--- src/clock_ctrl_pkg.sv ---
// constants and carrier types shared by the clock select and standby control block
package clock_ctrl_pkg;
   localparam logic [7:0] OSC_CTRL_ADDR    = 8'h00;
   localparam logic [7:0] SYS_CONFIG_ADDR  = 8'h04;
   localparam logic [7:0] STANDBY_ADDR     = 8'h08;
   localparam logic [7:0] PLL_SEL_ADDR     = 8'h0C;
   localparam logic [7:0] SYS_CLK_SEL_ADDR = 8'h10;

   localparam int LOW_POWER_LSB  = 0;
   localparam int HI_WAKE_BIT    = 8;
   localparam int LO_WAKE_BIT    = 9;
   localparam int PIN_DRIVE_BIT  = 16;
   localparam int PLL_USE_BIT    = 0;
   localparam int SYS_STATUS_BIT = 0;
   localparam int SYS_REQ_BIT    = 1;
   localparam int PLL_RUN_BIT    = 2;
   localparam int HI_OSC_BIT     = 8;
   localparam int LO_OSC_BIT     = 9;
   localparam int GEAR_LSB       = 0;
   localparam int TAP_LSB        = 8;
   localparam int PERIPH_SEL_BIT = 12;

   localparam logic [2:0] LP_STOP  = 3'h1;
   localparam logic [2:0] LP_SLEEP = 3'h2;
   localparam logic [2:0] LP_IDLE  = 3'h3;

   localparam logic [2:0] GEAR_DIV1 = 3'h0;
   localparam logic [2:0] GEAR_DIV2 = 3'h4;
   localparam logic [2:0] GEAR_DIV4 = 3'h5;
   localparam logic [2:0] GEAR_DIV8 = 3'h6;
   localparam logic [2:0] TAP_MAX   = 3'h5;

   localparam logic [2:0] PLL_SHIFT  = 3'h2;
   localparam logic [2:0] TICK_SHIFT = 3'h5;

   localparam logic [2:0] STANDBY_RESET = 3'h0;
   localparam logic       HI_WAKE_RESET = 1'h1;

   typedef enum {RUN, IDLE, SLEEP, STOP} power_state_t;

   typedef struct packed {
      logic        read;
      logic        write;
      logic [7:0]  address;
      logic [31:0] writedata;
   } avmm_req_t;

   typedef struct packed {
      logic fastCore;
      logic gear;
      logic sys;
      logic bus;
      logic coreFree;
      logic periphBase;
      logic prescalerTap;
      logic tickTimer;
      logic slowXtal;
   } clk_enables_t;
endpackage : clock_ctrl_pkg

--- src/clock_select_and_standby_control.sv ---
// clock source selection, gearing, prescaler and standby mode control
//
// Behaviour
// [RULE1] low power field: 001 stop, 010 sleep, 011 idle, others reserved
// [RULE2] bit 16 keeps pins driven in stop when 1; resets to 0
// [RULE3] bit 9 keeps slow oscillator running after stop release; resets to 0
// [RULE4] bit 8 keeps fast oscillator running after stop release; resets to 1
// [RULE5] pll selection bit 0 set routes pll clock to fast core clock
// [RULE6] reset selects crystal as fast core clock; software sets pll use
// [RULE7] system select bit 1: 0 geared fast, 1 slow crystal; resets 0
// [RULE8] software enables both oscillators before changing system clock selection
// [RULE9] read-only status bit 0 shows current system clock source
// [RULE10] source change completes after lag; software polls status bit
// [RULE11] pll clock runs four times the crystal clock
// [RULE12] fast core clock divided by 1, 2, 4 or 8 gives geared clock
// [RULE13] prescaler tap is peripheral base clock divided by 1 to 32
// [RULE14] bus and free clocks equal system clock; tick is crystal over 32
// [RULE15] bus and free clocks stop in any low power mode
// [RULE16] reset: both oscillators run, pll stopped, gear undivided
// [RULE17] after reset fast core, system and tap clocks equal crystal clock
// [RULE18] gear codes 000 /1, 100 /2, 101 /4, 110 /8; others reserved
// [RULE19] tap codes 000 to 101 divide by 1 to 32; 110, 111 reserved
// [RULE20] pll stopped after reset, runs only when run bit 2 set
// [RULE21] source multiplexers switch on safe edges; status follows actual source
//
// The implementer's own choices: register access over Avalon-MM and the address map.
`timescale 1ns/10ps
`default_nettype none
module clock_select_and_standby_control (
   input  wire logic                       clk,
   input  wire logic                       nrst,
   input  wire clock_ctrl_pkg::avmm_req_t  avmReq,
   output logic [31:0]                     readdata,
   output logic                            waitrequest,
   input  wire logic                       slowXtalPin,
   input  wire logic                       lowPowerEnter,
   input  wire logic                       wakeUp,
   output clock_ctrl_pkg::clk_enables_t    clkEn,
   output logic                            hiOscRun,
   output logic                            loOscRun,
   output logic                            pll_run,
   output logic                            pinsDriven,
   output clock_ctrl_pkg::power_state_t    powerState
);
   import clock_ctrl_pkg::*;

   logic       ack;
   logic       hiOscEn;
   logic       loOscEn;
   logic       pllRun;
   logic [2:0] gearSel;
   logic [2:0] tapSel;
   logic       periphSel;
   logic [2:0] lowPowerSelect;
   logic       stopPinDrive;
   logic       loOscAfterWake;
   logic       hiOscAfterWake;
   logic       pllClockUse;
   logic       pllActive;
   logic       sysReq;
   logic       sysCurrent;
   logic       gearSeen;
   logic       slowSeen;
   logic       s1;
   logic       s2;
   logic       s3;
   logic       slowLevel;
   logic       oscPulse;
   logic       pllPulse;
   logic       fastPulse;
   logic       gearPulse;
   logic       slowPulse;
   logic       tickPulse;
   logic       periphPulse;
   logic       tapPulse;
   logic       sysPulse;
   logic       lowPower;
   logic [2:0] gearShift;
   logic [2:0] tapShift;
   logic       wrStrobe;
   logic [31:0] next_readdata;

   // one wait cycle per access; a write lands on the answering edge
   assign waitrequest = (avmReq.read || avmReq.write) && !ack;
   assign wrStrobe    = avmReq.write && ack;

   always_ff @(posedge clk) begin
      if (!nrst) begin
         ack <= 1'b0;
      end else begin
         ack <= (avmReq.read || avmReq.write) && !ack;
      end
   end

   always_comb begin
      next_readdata = 32'h0000_0000;
      unique case (avmReq.address)
         OSC_CTRL_ADDR: begin
            next_readdata[HI_OSC_BIT]  = hiOscEn;
            next_readdata[LO_OSC_BIT]  = loOscEn;
            next_readdata[PLL_RUN_BIT] = pllRun;
         end
         SYS_CONFIG_ADDR: begin
            next_readdata[GEAR_LSB +: 3]  = gearSel;
            next_readdata[TAP_LSB +: 3]   = tapSel;
            next_readdata[PERIPH_SEL_BIT] = periphSel;
         end
         STANDBY_ADDR: begin
            next_readdata[LOW_POWER_LSB +: 3] = lowPowerSelect;
            next_readdata[HI_WAKE_BIT]        = hiOscAfterWake;
            next_readdata[LO_WAKE_BIT]        = loOscAfterWake;
            next_readdata[PIN_DRIVE_BIT]      = stopPinDrive;
         end
         PLL_SEL_ADDR: begin
            next_readdata[PLL_USE_BIT] = pllClockUse;
         end
         SYS_CLK_SEL_ADDR: begin
            next_readdata[SYS_REQ_BIT]    = sysReq;
            next_readdata[SYS_STATUS_BIT] = sysCurrent; // RULE9
         end
         default: begin
            next_readdata = 32'h0000_0000;
         end
      endcase
   end

   always_ff @(posedge clk) begin
      if (!nrst) begin
         readdata <= 32'h0000_0000;
      end else if (avmReq.read && !ack) begin
         readdata <= next_readdata;
      end
   end

   // standby control register
   always_ff @(posedge clk) begin
      if (!nrst) begin
         lowPowerSelect <= STANDBY_RESET;
         stopPinDrive   <= 1'b0; // RULE2
         loOscAfterWake <= 1'b0; // RULE3
         hiOscAfterWake <= HI_WAKE_RESET; // RULE4
      end else if (wrStrobe && avmReq.address == STANDBY_ADDR) begin
         lowPowerSelect <= avmReq.writedata[LOW_POWER_LSB +: 3];
         stopPinDrive   <= avmReq.writedata[PIN_DRIVE_BIT];
         loOscAfterWake <= avmReq.writedata[LO_WAKE_BIT];
         hiOscAfterWake <= avmReq.writedata[HI_WAKE_BIT];
      end
   end

   // system configuration register
   always_ff @(posedge clk) begin
      if (!nrst) begin
         gearSel   <= GEAR_DIV1; // RULE16 RULE17
         tapSel    <= 3'h0; // RULE17
         periphSel <= 1'b0;
      end else if (wrStrobe && avmReq.address == SYS_CONFIG_ADDR) begin
         gearSel   <= avmReq.writedata[GEAR_LSB +: 3];
         tapSel    <= avmReq.writedata[TAP_LSB +: 3];
         periphSel <= avmReq.writedata[PERIPH_SEL_BIT];
      end
   end

   // pll selection and system clock request
   always_ff @(posedge clk) begin
      if (!nrst) begin
         pllClockUse <= 1'b0; // RULE6
         sysReq      <= 1'b0; // RULE7
      end else if (wrStrobe && avmReq.address == PLL_SEL_ADDR) begin
         pllClockUse <= avmReq.writedata[PLL_USE_BIT]; // RULE5
      end else if (wrStrobe && avmReq.address == SYS_CLK_SEL_ADDR) begin
         sysReq <= avmReq.writedata[SYS_REQ_BIT]; // RULE7 RULE8
      end
   end

   // oscillator control, with the stop release reload
   always_ff @(posedge clk) begin
      if (!nrst) begin
         hiOscEn <= 1'b1; // RULE16
         loOscEn <= 1'b1; // RULE16
         pllRun  <= 1'b0; // RULE20
      end else if (powerState == STOP && wakeUp) begin
         hiOscEn <= hiOscAfterWake; // RULE4
         loOscEn <= loOscAfterWake; // RULE3
      end else if (wrStrobe && avmReq.address == OSC_CTRL_ADDR) begin
         hiOscEn <= avmReq.writedata[HI_OSC_BIT];
         loOscEn <= avmReq.writedata[LO_OSC_BIT];
         pllRun  <= avmReq.writedata[PLL_RUN_BIT]; // RULE20
      end
   end

   // low power state
   always_ff @(posedge clk) begin
      if (!nrst) begin
         powerState <= RUN;
      end else if (powerState == RUN && lowPowerEnter) begin
         unique case (lowPowerSelect)
            LP_STOP:  powerState <= STOP; // RULE1
            LP_SLEEP: powerState <= SLEEP; // RULE1
            LP_IDLE:  powerState <= IDLE; // RULE1
            default:  powerState <= RUN;
         endcase
      end else if (powerState != RUN && wakeUp) begin
         powerState <= RUN;
      end
   end

   assign lowPower   = powerState != RUN;
   assign hiOscRun   = hiOscEn && powerState != STOP;
   assign loOscRun   = loOscEn && powerState != STOP;
   assign pll_run      = pllRun && hiOscRun && powerState != SLEEP; // RULE20
   assign pinsDriven = powerState != STOP || stopPinDrive; // RULE2

   // slow crystal pin synchroniser
   always_ff @(posedge clk) begin
      if (!nrst) begin
         s1 <= 1'b0;
         s2 <= 1'b0;
         s3 <= 1'b0;
         slowLevel <= 1'b0;
      end else begin
         s1 <= slowXtalPin;
         s2 <= s1;
         s3 <= s2;
         if (s2 == s3) begin
            slowLevel <= s3;
         end
      end
   end

   assign slowPulse = loOscRun && s2 == s3 && s3 && !slowLevel;

   // crystal rate is a quarter of clk, pll runs at clk
   clk_en_div oscDiv (
      .clk   (clk),
      .nrst  (nrst),
      .enIn  (hiOscRun),
      .shift (PLL_SHIFT),
      .enOut (oscPulse)
   );
   assign pllPulse = pll_run; // RULE11

   // pll use takes effect only on a crystal edge
   always_ff @(posedge clk) begin
      if (!nrst) begin
         pllActive <= 1'b0; // RULE6
      end else if (oscPulse) begin
         pllActive <= pllClockUse; // RULE21
      end
   end
   assign fastPulse = pllActive ? pllPulse : oscPulse; // RULE5

   always_comb begin
      unique case (gearSel)
         GEAR_DIV2: gearShift = 3'h1; // RULE18
         GEAR_DIV4: gearShift = 3'h2; // RULE18
         GEAR_DIV8: gearShift = 3'h3; // RULE18
         default:   gearShift = 3'h0;
      endcase
   end

   clk_en_div gearDiv (
      .clk   (clk),
      .nrst  (nrst),
      .enIn  (fastPulse),
      .shift (gearShift),
      .enOut (gearPulse)
   ); // RULE12

   // glitch-free system source change: both sources must tick first
   always_ff @(posedge clk) begin
      if (!nrst) begin
         sysCurrent <= 1'b0;
         gearSeen   <= 1'b0;
         slowSeen   <= 1'b0;
      end else if (sysReq == sysCurrent) begin
         gearSeen <= 1'b0;
         slowSeen <= 1'b0;
      end else if ((gearSeen || gearPulse) && (slowSeen || slowPulse)) begin
         sysCurrent <= sysReq; // RULE10 RULE21
         gearSeen   <= 1'b0;
         slowSeen   <= 1'b0;
      end else begin
         gearSeen <= gearSeen || gearPulse;
         slowSeen <= slowSeen || slowPulse;
      end
   end

   assign sysPulse    = sysCurrent ? slowPulse : gearPulse; // RULE7
   assign periphPulse = periphSel ? fastPulse : gearPulse;
   assign tapShift    = tapSel > TAP_MAX ? 3'h0 : tapSel; // RULE19

   clk_en_div tapDiv (
      .clk   (clk),
      .nrst  (nrst),
      .enIn  (periphPulse),
      .shift (tapShift),
      .enOut (tapPulse)
   ); // RULE13

   clk_en_div tickDiv (
      .clk   (clk),
      .nrst  (nrst),
      .enIn  (oscPulse),
      .shift (TICK_SHIFT),
      .enOut (tickPulse)
   ); // RULE14

   assign clkEn.fastCore     = fastPulse;
   assign clkEn.gear         = gearPulse;
   assign clkEn.sys          = sysPulse;
   assign clkEn.bus          = sysPulse && !lowPower; // RULE14 RULE15
   assign clkEn.coreFree     = sysPulse && !lowPower; // RULE14 RULE15
   assign clkEn.periphBase   = periphPulse;
   assign clkEn.prescalerTap = tapPulse;
   assign clkEn.tickTimer    = tickPulse;
   assign clkEn.slowXtal     = slowPulse;
endmodule // clock_select_and_standby_control
`default_nettype wire

--- src/clk_en_div.sv ---
// enable-pulse divider by a power of two
`timescale 1ns/10ps
`default_nettype none
module clk_en_div (
   input  wire logic       clk,
   input  wire logic       nrst,
   input  wire logic       enIn,
   input  wire logic [2:0] shift,
   output logic            enOut
);
   logic [4:0] count;
   logic [4:0] mask;

   assign mask  = 5'((6'h01 << shift) - 6'h01);
   assign enOut = enIn && ((count & mask) == mask);

   always_ff @(posedge clk) begin
      if (!nrst) begin
         count <= 5'h00;
      end else if (enIn) begin
         count <= count + 5'h01;
      end
   end
endmodule // clk_en_div
`default_nettype wire

--- config.mk ---
export PLATFORM = sky130hd
export DESIGN_NAME = clock_select_and_standby_control
export DESIGN_NICKNAME = d
export VERILOG_FILES = /design/src/clock_ctrl_pkg.sv /design/src/clock_select_and_standby_control.sv /design/src/clk_en_div.sv
export SDC_FILE = /design/constraint.sdc
export NUM_CORES = 1
export LEC_CHECK = 0
export ABC_AREA = 0
export ABC_CLOCK_PERIOD_IN_PS = 2200
export BUFFER_PORTS_ARGS = -buffer_cell sky130_fd_sc_hd__clkbuf_2
export CAP_MARGIN = 20
export CORE_ASPECT_RATIO = 1.25
export CORE_MARGIN = 4
export CORE_UTILIZATION = 50
export CTS_BUF_LIST = sky130_fd_sc_hd__clkbuf_2 sky130_fd_sc_hd__clkbuf_4 sky130_fd_sc_hd__clkbuf_8
export DETAILED_ROUTE_END_ITERATION = 8
export MAX_ROUTING_LAYER = met4
export PLACE_DENSITY = 0.83
export REMOVE_ABC_BUFFERS = 1
export SYNTH_ARGS = -nofsm -noshare
export SYNTH_HDL_FRONTEND = slang
export SYNTH_SLANG_ARGS = --single-unit
--- constraint.sdc ---
create_clock -name clk -period 2.2 [get_ports clk]
set_clock_uncertainty 0.15 [all_clocks]
set_input_delay 0.11 -clock clk [delete_from_list [all_inputs] [get_ports clk]]
set_output_delay 0.11 -clock clk [all_outputs]
set_load 0.1 [all_outputs]
==> results of run 1 <==
==> through the flow <==
step                total power, mW  instance area [um2]
floorplan                      1.51                 2680
global placement               1.60                 3150
detailed placement             1.60                 3150
CTS                            2.20                 3460
global route                   2.27                 3480
finish                         2.19                 3480
==> final cells by class <==
class,instances,area (um2),area share [%]
Clock buffer,7,90.1,2.59
Timing Repair Buffer,68,513,14.7
Inverter,4,15.0,0.431
Sequential cell,52,1060,30.5
Multi-Input combinational cell,265,1710,49.2
Tap cell,66,82.6,2.37
Clock inverter,1,7.51,0.215
==> worst min-delay path, cell delays in order <==
cell,delay (ps)
clkbuf_2,90
nor2_1,40
nor2_1,120
and2_1,130
==> cells by family after synthesis <==
group	count (synthesis)	share of synthesized area, %
multiplexers	27	9.07
AND/OR/NAND/NOR	132	24.7
other	1	0.125
flip-flops	52	34.8
XOR/XNOR	10	2.93
buffers and inverters	78	17.7
AO/OA/AOI/OAI	36	8.19
adder cells (fa/ha/maj)	6	2.51
==> cells in the final DEF (no fill, tap or decap), types with 3 or more instances in the layout <==
| cell type | count |
|---|---|
| dlygate4sd3_1 | 10 |
| inv_1 | 3 |
| and2_1 | 13 |
| buf_12 | 6 |
| dfxtp_2 | 8 |
| a21boi_0 | 12 |
| nand4_1 | 10 |
| dfxtp_1 | 41 |
| nor2_1 | 9 |
| and3_1 | 3 |
| xnor2_1 | 6 |
| dfxtp_4 | 3 |
| nand2_1 | 37 |
| nand2b_1 | 5 |
| nand3_1 | 6 |
| mux2i_1 | 26 |
| clkbuf_2 | 39 |
| buf_4 | 13 |
| clkbuf_8 | 6 |
| ha_1 | 4 |
| a22oi_1 | 4 |
| xor2_1 | 3 |
| nor2b_1 | 26 |
| o21ai_0 | 7 |
| conb_1 | 54 |
| a31oi_1 | 3 |
==> power breakdown <==
part / internal (mW) / switching [mW] / total [mW]
registers: 0.949 / 0.00942 / 0.959
clock network: 0.269 / 0.315 / 0.584
logic: 0.104 / 0.546 / 0.650
==> routing by layer <==
metal | part of all wire, % | vias up | track usage, %
li1 | - | 1148 | -
met1 | 40 | 1111 | 18.0
met2 | 52 | 84 | 32.9
met3 | 5.4 | 12 | 3.05
met4 | 2.4 | 0 | 8.46
met5 | 0 | - | -
==> flip-flops by register name, summed over array words and instances (netlist names), 2 cells and up <==
signal / cells
gearSel: 3
powerState: 2
tapSel: 3
gearDiv.count: 3
tapDiv.count: 5
oscDiv.count: 2
readdata: 8
lowPowerSelect: 3
tickDiv.count: 5
==> what timing repair did <==
item	in CTS	in global routing
gates cloned	0	0
pin swaps	4	1
setup buffers	4	0
setup endpoints to repair	3	5
gates resized for setup	28	8
hold buffers	10	0
hold endpoints to repair	17	0
==> worst max-delay path by stage <==
stage	from	endpoint	slack [ps]	cells past startpoint
after floorplan	powerState[0]	clkEn[4]	-7390	4
after CTS	tapSel[0]	clkEn[2]	-60	8
after detailed placement	gearDiv.count[0]	clkEn[5]	80	7
final	tapSel[2]	clkEn[2]	-80	7
after global placement	gearDiv.count[0]	clkEn[2]	110	7
after global routing	tapSel[2]	clkEn[2]	-130	7
==> results.json, run 1 <==
{
  "status": "finished, violations left",
  "violations": "negative setup slack",
  "cpLargestDelayFamily": "simple AND/OR/NAND/NOR gates",
  "worstHoldPathCells": 4,
  "hold_ws_ps": 52.9,
  "cts_made_buffers": 5,
  "r2r-start": "oscDiv.count[1]",
  "max_stage_delay_ps": 400,
  "via_count": 2355,
  "drc_errors": 0,
  "synth_seq_cells": 52,
  "port_buffers": 46,
  "yosysWarningCount": 0,
  "gp_congestion": 0.840,
  "worst_pin_slew_ps": 841,
  "p_per_area_nw_per_um2": 629,
  "placed_cells": 442,
  "synth_most_common_cell": "buf_4",
  "synth.distinct_cells": 42,
  "async_flop_share_pct": 0,
  "p_leak_nw": 1.61,
  "fin_nets": 449,
  "numClockSinks": 52,
  "routedWlPerCell_um": 13.8,
  "reg2reg_to": "tapDiv.count[0]",
  "post-route-min-period_ps": 2280,
  "reg2reg_slack_ps": 310,
  "netlist_area_um2": 2990,
  "grt_use_total_pct": 17.7,
  "required_ps": 1940,
  "utilization_pct": 59.9,
  "crit_type": "flop to primary output",
  "synth_edf_count": 0,
  "firstDrtPassIters": 4,
  "fin_ws_ps": -76.3,
  "worstPathArrival_ps": 2020,
  "max_slew_margin_pct": 43.9,
  "htreeDepth": 2,
  "die_height_um": 94.5,
  "diodes": 0,
  "grt-ovfl-total": 0,
  "reg2regPathDepth": 8,
  "drtIter0Drc": 168,
  "die_w_um": 77.2,
  "ys_seq_area_share_pct": 34.8,
  "slew_viol_final": 0,
  "end_kind": "primary output",
  "syn2layout_area_growth_pct": 16.4,
  "syn_inst": 342,
  "drive_gt1_share_pct": 24.7,
  "avgSynthCellArea_um2": 8.75,
  "rsz0062_at_grt": "yes",
  "setup_violations": 3,
  "hold_class": "input pin to flop",
  "instances_no_fill": 463,
  "hold_viol": 0,
  "synth_top_area_share_pct": 34.8,
  "clk_latency_ps": 310,
  "viasPerCell": 5.09,
  "cts_buffer_depth": 2,
  "whs_endpoint": "ack",
  "ioPinCount": 125,
  "crit_path_max_fanout": 6,
  "drv_cap": 0,
  "die_area_um2": 7300,
  "synth_largest_area_cell": "dfxtp_1",
  "timing.fmax_mhz": 439,
  "pre_cts_ws_ps": 84.0,
  "cts_root_buffer": "clkbuf_8",
  "grt_max_degree": 58,
  "routed_wl_mm": 6.39,
  "crit_chain": "or3_4 > ha_4 > xor2_2 > nor2_2 > nor4b_4 > buf_4 > buf_12",
  "fillers": 501,
  "fin_setup_tns_ps": -137,
  "min_from": "avmReq[40]",
  "std_cell_rows": 31,
  "slowest_stage": "or3_4",
  "synthFlopType": "dfxtp_1",
  "ys_top_cells_by_count": "buf_4, dfxtp_1, nand2_1",
  "period_share_pct": 103,
  "ir_drop_mv": 0.344,
  "crit_buf_inv": 2,
  "hpwl_mm": 4.45,
  "core_area_um2": 5820,
  "start_util_pct": 51.4,
  "cp-start-kind": "flop",
  "grt_pass1_wl_mm": 10.1,
  "clkSlewWorstSetupHoldPaths_ps": 100,
  "ant_nets": 0,
  "cts_tree": "done",
  "antenna_found_initial": 0,
  "grt_pass1_vias": 2198,
  "synthTopCellsByArea": "dfxtp_1, buf_4, mux2i_1"
}
No activity file was read; power rests on OpenSTA's default activity.
==> run 2: changes to the inputs <==
REMOVE_ABC_BUFFERS = default   (was 1)
==> run 2 against run 1 <==
The flow still finishes with violations (negative setup slack); global-route usage shrank 0.29 points; setup slack lost 110 ps; via count shrank 0.13%; critical path depth is the same; non-clock buffer count grew 2; final area grew 0.47%; maximum frequency shrank 4.5%; core utilization grew 0.28 points; sequential cell count is the same; register-to-register slack gained 120 ps; sequential share of layout area shrank 0.21 points; critical path type unchanged; largest cell class unchanged.
==> results.json, run 2 (synthesis results as in run 1) <==
{
  "status": "finished, violations left",
  "violations": "negative setup slack",
  "die_area_um2": 7300,
  "cts_tree": "done",
  "slew_viol_final": 0,
  "die_w_um": 77.2,
  "cts_made_buffers": 5,
  "std_cell_rows": 31,
  "post-route-min-period_ps": 2380,
  "viasPerCell": 5.06,
  "power_frac_seq_pct": 41.7,
  "p_leak_nw": 1.64,
  "max_slew_margin_pct": 55.0,
  "largest_reg_flops": 8,
  "end_kind": "primary output",
  "clkSlewWorstSetupHoldPaths_ps": 90,
  "grt_pass1_vias": 2259,
  "switching_share_pct": 38.0,
  "port_buffers": 46,
  "hold_viol": 0,
  "worstHoldPathCells": 4,
  "htreeDepth": 2,
  "instances_no_fill": 465,
  "hpwl_mm": 4.50,
  "crit_type": "flop to primary output",
  "whs_endpoint": "ack",
  "gp_congestion": 0.798,
  "min_from": "avmReq[40]",
  "p_per_area_nw_per_um2": 658,
  "p_comb_share_pct": 28.4,
  "syn2layout_area_growth_pct": 17.0,
  "grt_max_degree": 44,
  "regMostFlops": "readdata",
  "grt-ovfl-total": 0,
  "routedWlPerCell_um": 13.2,
  "reg2reg_to": "tapDiv.count[0]",
  "rsz0062_at_grt": "yes",
  "antenna_found_initial": 0,
  "timing.fmax_mhz": 420,
  "die_height_um": 94.5,
  "drv_cap": 0,
  "drive_gt1_share_pct": 23.3,
  "reg2reg_slack_ps": 430,
  "layout_common_cells": "conb_1, dfxtp_1, clkbuf_2",
  "drc_errors": 0,
  "via_count": 2352,
  "ir_drop_mv": 0.505,
  "netSwitchingPower_mw": 0.874,
  "fin_nets": 451,
  "fin_ws_ps": -183,
  "numClockSinks": 52,
  "clock_power_share_pct": 29.9,
  "cts_buffer_depth": 2,
  "routed_wl_mm": 6.15,
  "firstDrtPassIters": 4,
  "top_regs": "readdata: 8 flops, tapDiv.count: 5 flops, tickDiv.count: 5 flops",
  "grt_use_total_pct": 17.4,
  "ioPinCount": 125,
  "setup_violations": 3,
  "required_ps": 1940,
  "placed_cells": 440,
  "diodes": 0,
  "cp-start-kind": "flop",
  "hold_class": "input pin to flop",
  "final_common_cell": "conb_1",
  "cts_root_buffer": "clkbuf_8",
  "worstPathArrival_ps": 2120,
  "r2r-start": "gearSel[0]",
  "clk_latency_ps": 310,
  "period_share_pct": 108,
  "core_area_um2": 5820,
  "grt_pass1_wl_mm": 10.0,
  "ant_nets": 0,
  "reg2regPathDepth": 7,
  "crit_path_max_fanout": 5,
  "p_int_mw": 1.43,
  "drtIter0Drc": 107,
  "utilization_pct": 60.2,
  "start_util_pct": 51.4,
  "worst_pin_slew_ps": 675
}
-- run 2: cell types whose count changed in the layout (fill, tap and decap cells not counted), sizes merged --
cell | before | now
buf | 19 | 21
bufinv | 0 | 1
clkbuf | 46 | 45
clkinv | 0 | 1
clkinvlp | 1 | 0
-- run 2: metal layers --
metal | global-route usage [%] | share of wire (%)
met5 | - | 0
met4 | 8.46 | 2.7
met3 | 3.72 | 8.0
met2 | 29.3 | 49
met1 | 19.7 | 41
-- run 2: worst max-delay path by stage --
stage                           startpoint        to  slack, ps  cells after the start
after floorplan              powerState[0]  clkEn[5]       -830                      5
after global placement    gearDiv.count[0]  clkEn[4]        120                      6
after detailed placement         tapSel[0]  clkEn[2]         40                      7
after CTS                        tapSel[2]  clkEn[2]       -170                      7
after global routing             tapSel[2]  clkEn[2]       -300                      7
final                            tapSel[2]  clkEn[2]       -180                      7
-- run 2: layout make-up --
class,count,area (um2)
fill,478,2320
multi-input combinational,265,1690
sequential,52,1060
timing repair buffer,70,532
clock buffer,6,82.6
tap,66,82.6
clock inverter,2,38.8
inverter,4,15.0
-- run 2: power by group through the flow --
| stage | Combinational, mW | Sequential (mW) | Clock, mW |
|---|---|---|---|
| floorplan | 0.632 | 0.979 | 0 |
| global placement | 0.617 | 0.980 | 0 |
| detailed placement | 0.622 | 0.981 | 0 |
| CTS | 0.649 | 0.959 | 0.703 |
| global route | 0.677 | 0.961 | 0.741 |
| finish | 0.654 | 0.959 | 0.689 |
-- run 2: critical path: stages (launching register included) --
cell and delay (ps):
dfxtp_4 370, or3_1 370, ha_2 180, xor2_1 120
nor2_1 80, nor4b_2 340, buf_4 180, buf_12 160
-- run 2: repair_timing --
item / in CTS / in global routing
setup endpoints to repair: 4 / 4
hold endpoints to repair: 18 / 0
resized for setup: 15 / 5
hold buffers: 10 / 0
pin swaps: 6 / 4
buffers inserted: 7 / 0
-- run 2: stage by stage --
stage | hold slack, ps | setup WS, ps | TNS, ps | instance area [um2] | power, mW
after floorplan | 85.1 | -834 | -1400 | 3240 | 1.61
after global placement | 166 | 115 | 0 | 3170 | 1.60
after detailed placement | 174 | 42.9 | 0 | 3170 | 1.60
after CTS | 46.2 | -168 | -318 | 3480 | 2.31
after global routing | 128 | -301 | -640 | 3500 | 2.38
final | 81.4 | -183 | -358 | 3500 | 2.30
==> run 3: changes to the inputs <==
CAP_MARGIN = 25   (was 20)
PLACE_DENSITY = default   (was 0.83)
PLACE_DENSITY_LB_ADDON = 0.12   (was default)
==> run 3 against run 2 <==
The flow still finishes with violations (negative setup slack); core utilization is 1.4 points higher; hold slack got worse by 36 ps; global-route usage increased by 0.39 points; clock-buffer cell count grew 2; final area grew 2.3%; maximum frequency is 3.9% higher; die area unchanged; combinational power barely moved; total power down 4.6%; register-to-register slack got worse by 350 ps; wire length increased by 2.5%; critical path depth is 1 lower.
==> results.json, run 3 (synthesis results as in run 1) <==
{
  "cts_tree": "done",
  "worst_pin_slew_ps": 613,
  "postPlaceCellArea_um2": 3180,
  "cts_made_buffers": 5,
  "ant_nets": 0,
  "placed_cells": 441,
  "routedWlPerCell_um": 13.3,
  "drv_cap": 0,
  "grt_max_degree": 39,
  "status": "finished, violations left",
  "cp-start-kind": "flop",
  "fin_nets": 461,
  "htreeDepth": 2,
  "final_area_um2": 3580,
  "antenna_found_initial": 0,
  "port_buffers": 46,
  "via_count": 2313,
  "setup_violations": 3,
  "routed_wl_mm": 6.30,
  "crit_path_max_fanout": 3,
  "total_power_mw": 2.20,
  "cts_root_buffer": "clkbuf_8",
  "slew_viol_final": 0,
  "die_w_um": 77.2,
  "hold_class": "input pin to flop",
  "viasPerCell": 4.87,
  "hpwl_mm": 4.47,
  "core_area_um2": 5820,
  "post-route-min-period_ps": 2290,
  "fin_setup_tns_ps": -240,
  "die_area_um2": 7300,
  "rsz0062_at_grt": "yes",
  "numClockSinks": 52,
  "gp_congestion": 0.756,
  "cts_buffer_depth": 2,
  "ioPinCount": 125,
  "utilization_pct": 61.5,
  "grt-ovfl-total": 0,
  "largest_reg_flops": 8,
  "regMostFlops": "readdata",
  "ir_drop_mv": 0.475,
  "required_ps": 1940,
  "worstPathArrival_ps": 2030,
  "firstDrtPassIters": 4,
  "layout_common_cells": "conb_1, dfxtp_1, clkbuf_2",
  "p_per_area_nw_per_um2": 613,
  "hold_ws_ps": 45.2,
  "fin_ws_ps": -92.5,
  "period_share_pct": 104,
  "clkSlewWorstSetupHoldPaths_ps": 90,
  "max_slew_margin_pct": 59.2,
  "std_cell_rows": 31,
  "drtIter0Drc": 111,
  "clk_latency_ps": 300,
  "grt_use_total_pct": 17.8,
  "pre_cts_ws_ps": 79.1,
  "hold_viol": 0,
  "syn2layout_area_growth_pct": 19.6,
  "start_util_pct": 51.4,
  "die_height_um": 94.5,
  "top_regs": "readdata: 8 flops, tapDiv.count: 5 flops, tickDiv.count: 5 flops",
  "drive_gt1_share_pct": 25.9,
  "timing.fmax_mhz": 436,
  "grt_pass1_wl_mm": 10.2,
  "drc_errors": 0,
  "instances_no_fill": 475,
  "violations": "negative setup slack",
  "crit_type": "flop to primary output",
  "grt_pass1_vias": 2146,
  "p_leak_nw": 1.69,
  "final_common_cell": "conb_1",
  "diodes": 0,
  "end_kind": "primary output"
}
run 3: per-layer routing:
layer | wire length [um] | vias to the layer above | global-route usage [%] | share of wire [%]
met4 | 65 | 0 | 4.45 | 1.0
met3 | 417 | 5 | 4.10 | 6.6
met2 | 3120 | 81 | 31.3 | 50
met5 | 0 | - | - | 0
li1 | - | 1177 | - | -
met1 | 2690 | 1050 | 20.6 | 43
run 3: where the power goes:
part | switching (mW) | total (mW) | internal, mW | leakage [nW]
combinational | 0.546 | 0.654 | 0.108 | 1.21
clock | 0.301 | 0.583 | 0.282 | 0.0523
sequential | 0.00959 | 0.959 | 0.949 | 0.425
run 3: repair_timing:
action                                  CTS  global route
endpoints found under the hold margin    18             0
gates resized for setup                  17             7
pin swaps                                 3             3
hold buffers                             10             0
buffers inserted                         16             1
endpoints found under the setup margin    4             6
run 3: worst max-delay path: stages (launching register included):
cell     delay [ps]
dfxtp_2         340
or3b_4          400
nand4_1         150
and3_4          200
mux2_4          140
nor3b_4         280
buf_12          220
run 3: area by class of cell:
cell class              count  area [um2]
clock buffers               8        97.6
fillers                   527        2240
inverters                   4        15.0
multi-input cells         265        1720
flip-flops and latches     52        1060
well taps                  66        82.6
repair buffers             80         607
run 3: path summary, 6_finish.rpt:
kind               from    endpoint  cells after the start  slack, ps
max reg2reg  gearSel[0]  sysCurrent                     11         80
min          avmReq[40]         ack                      4         50
min reg2reg          s1          s2                      1        290
max          gearSel[0]    clkEn[5]                      6        -90
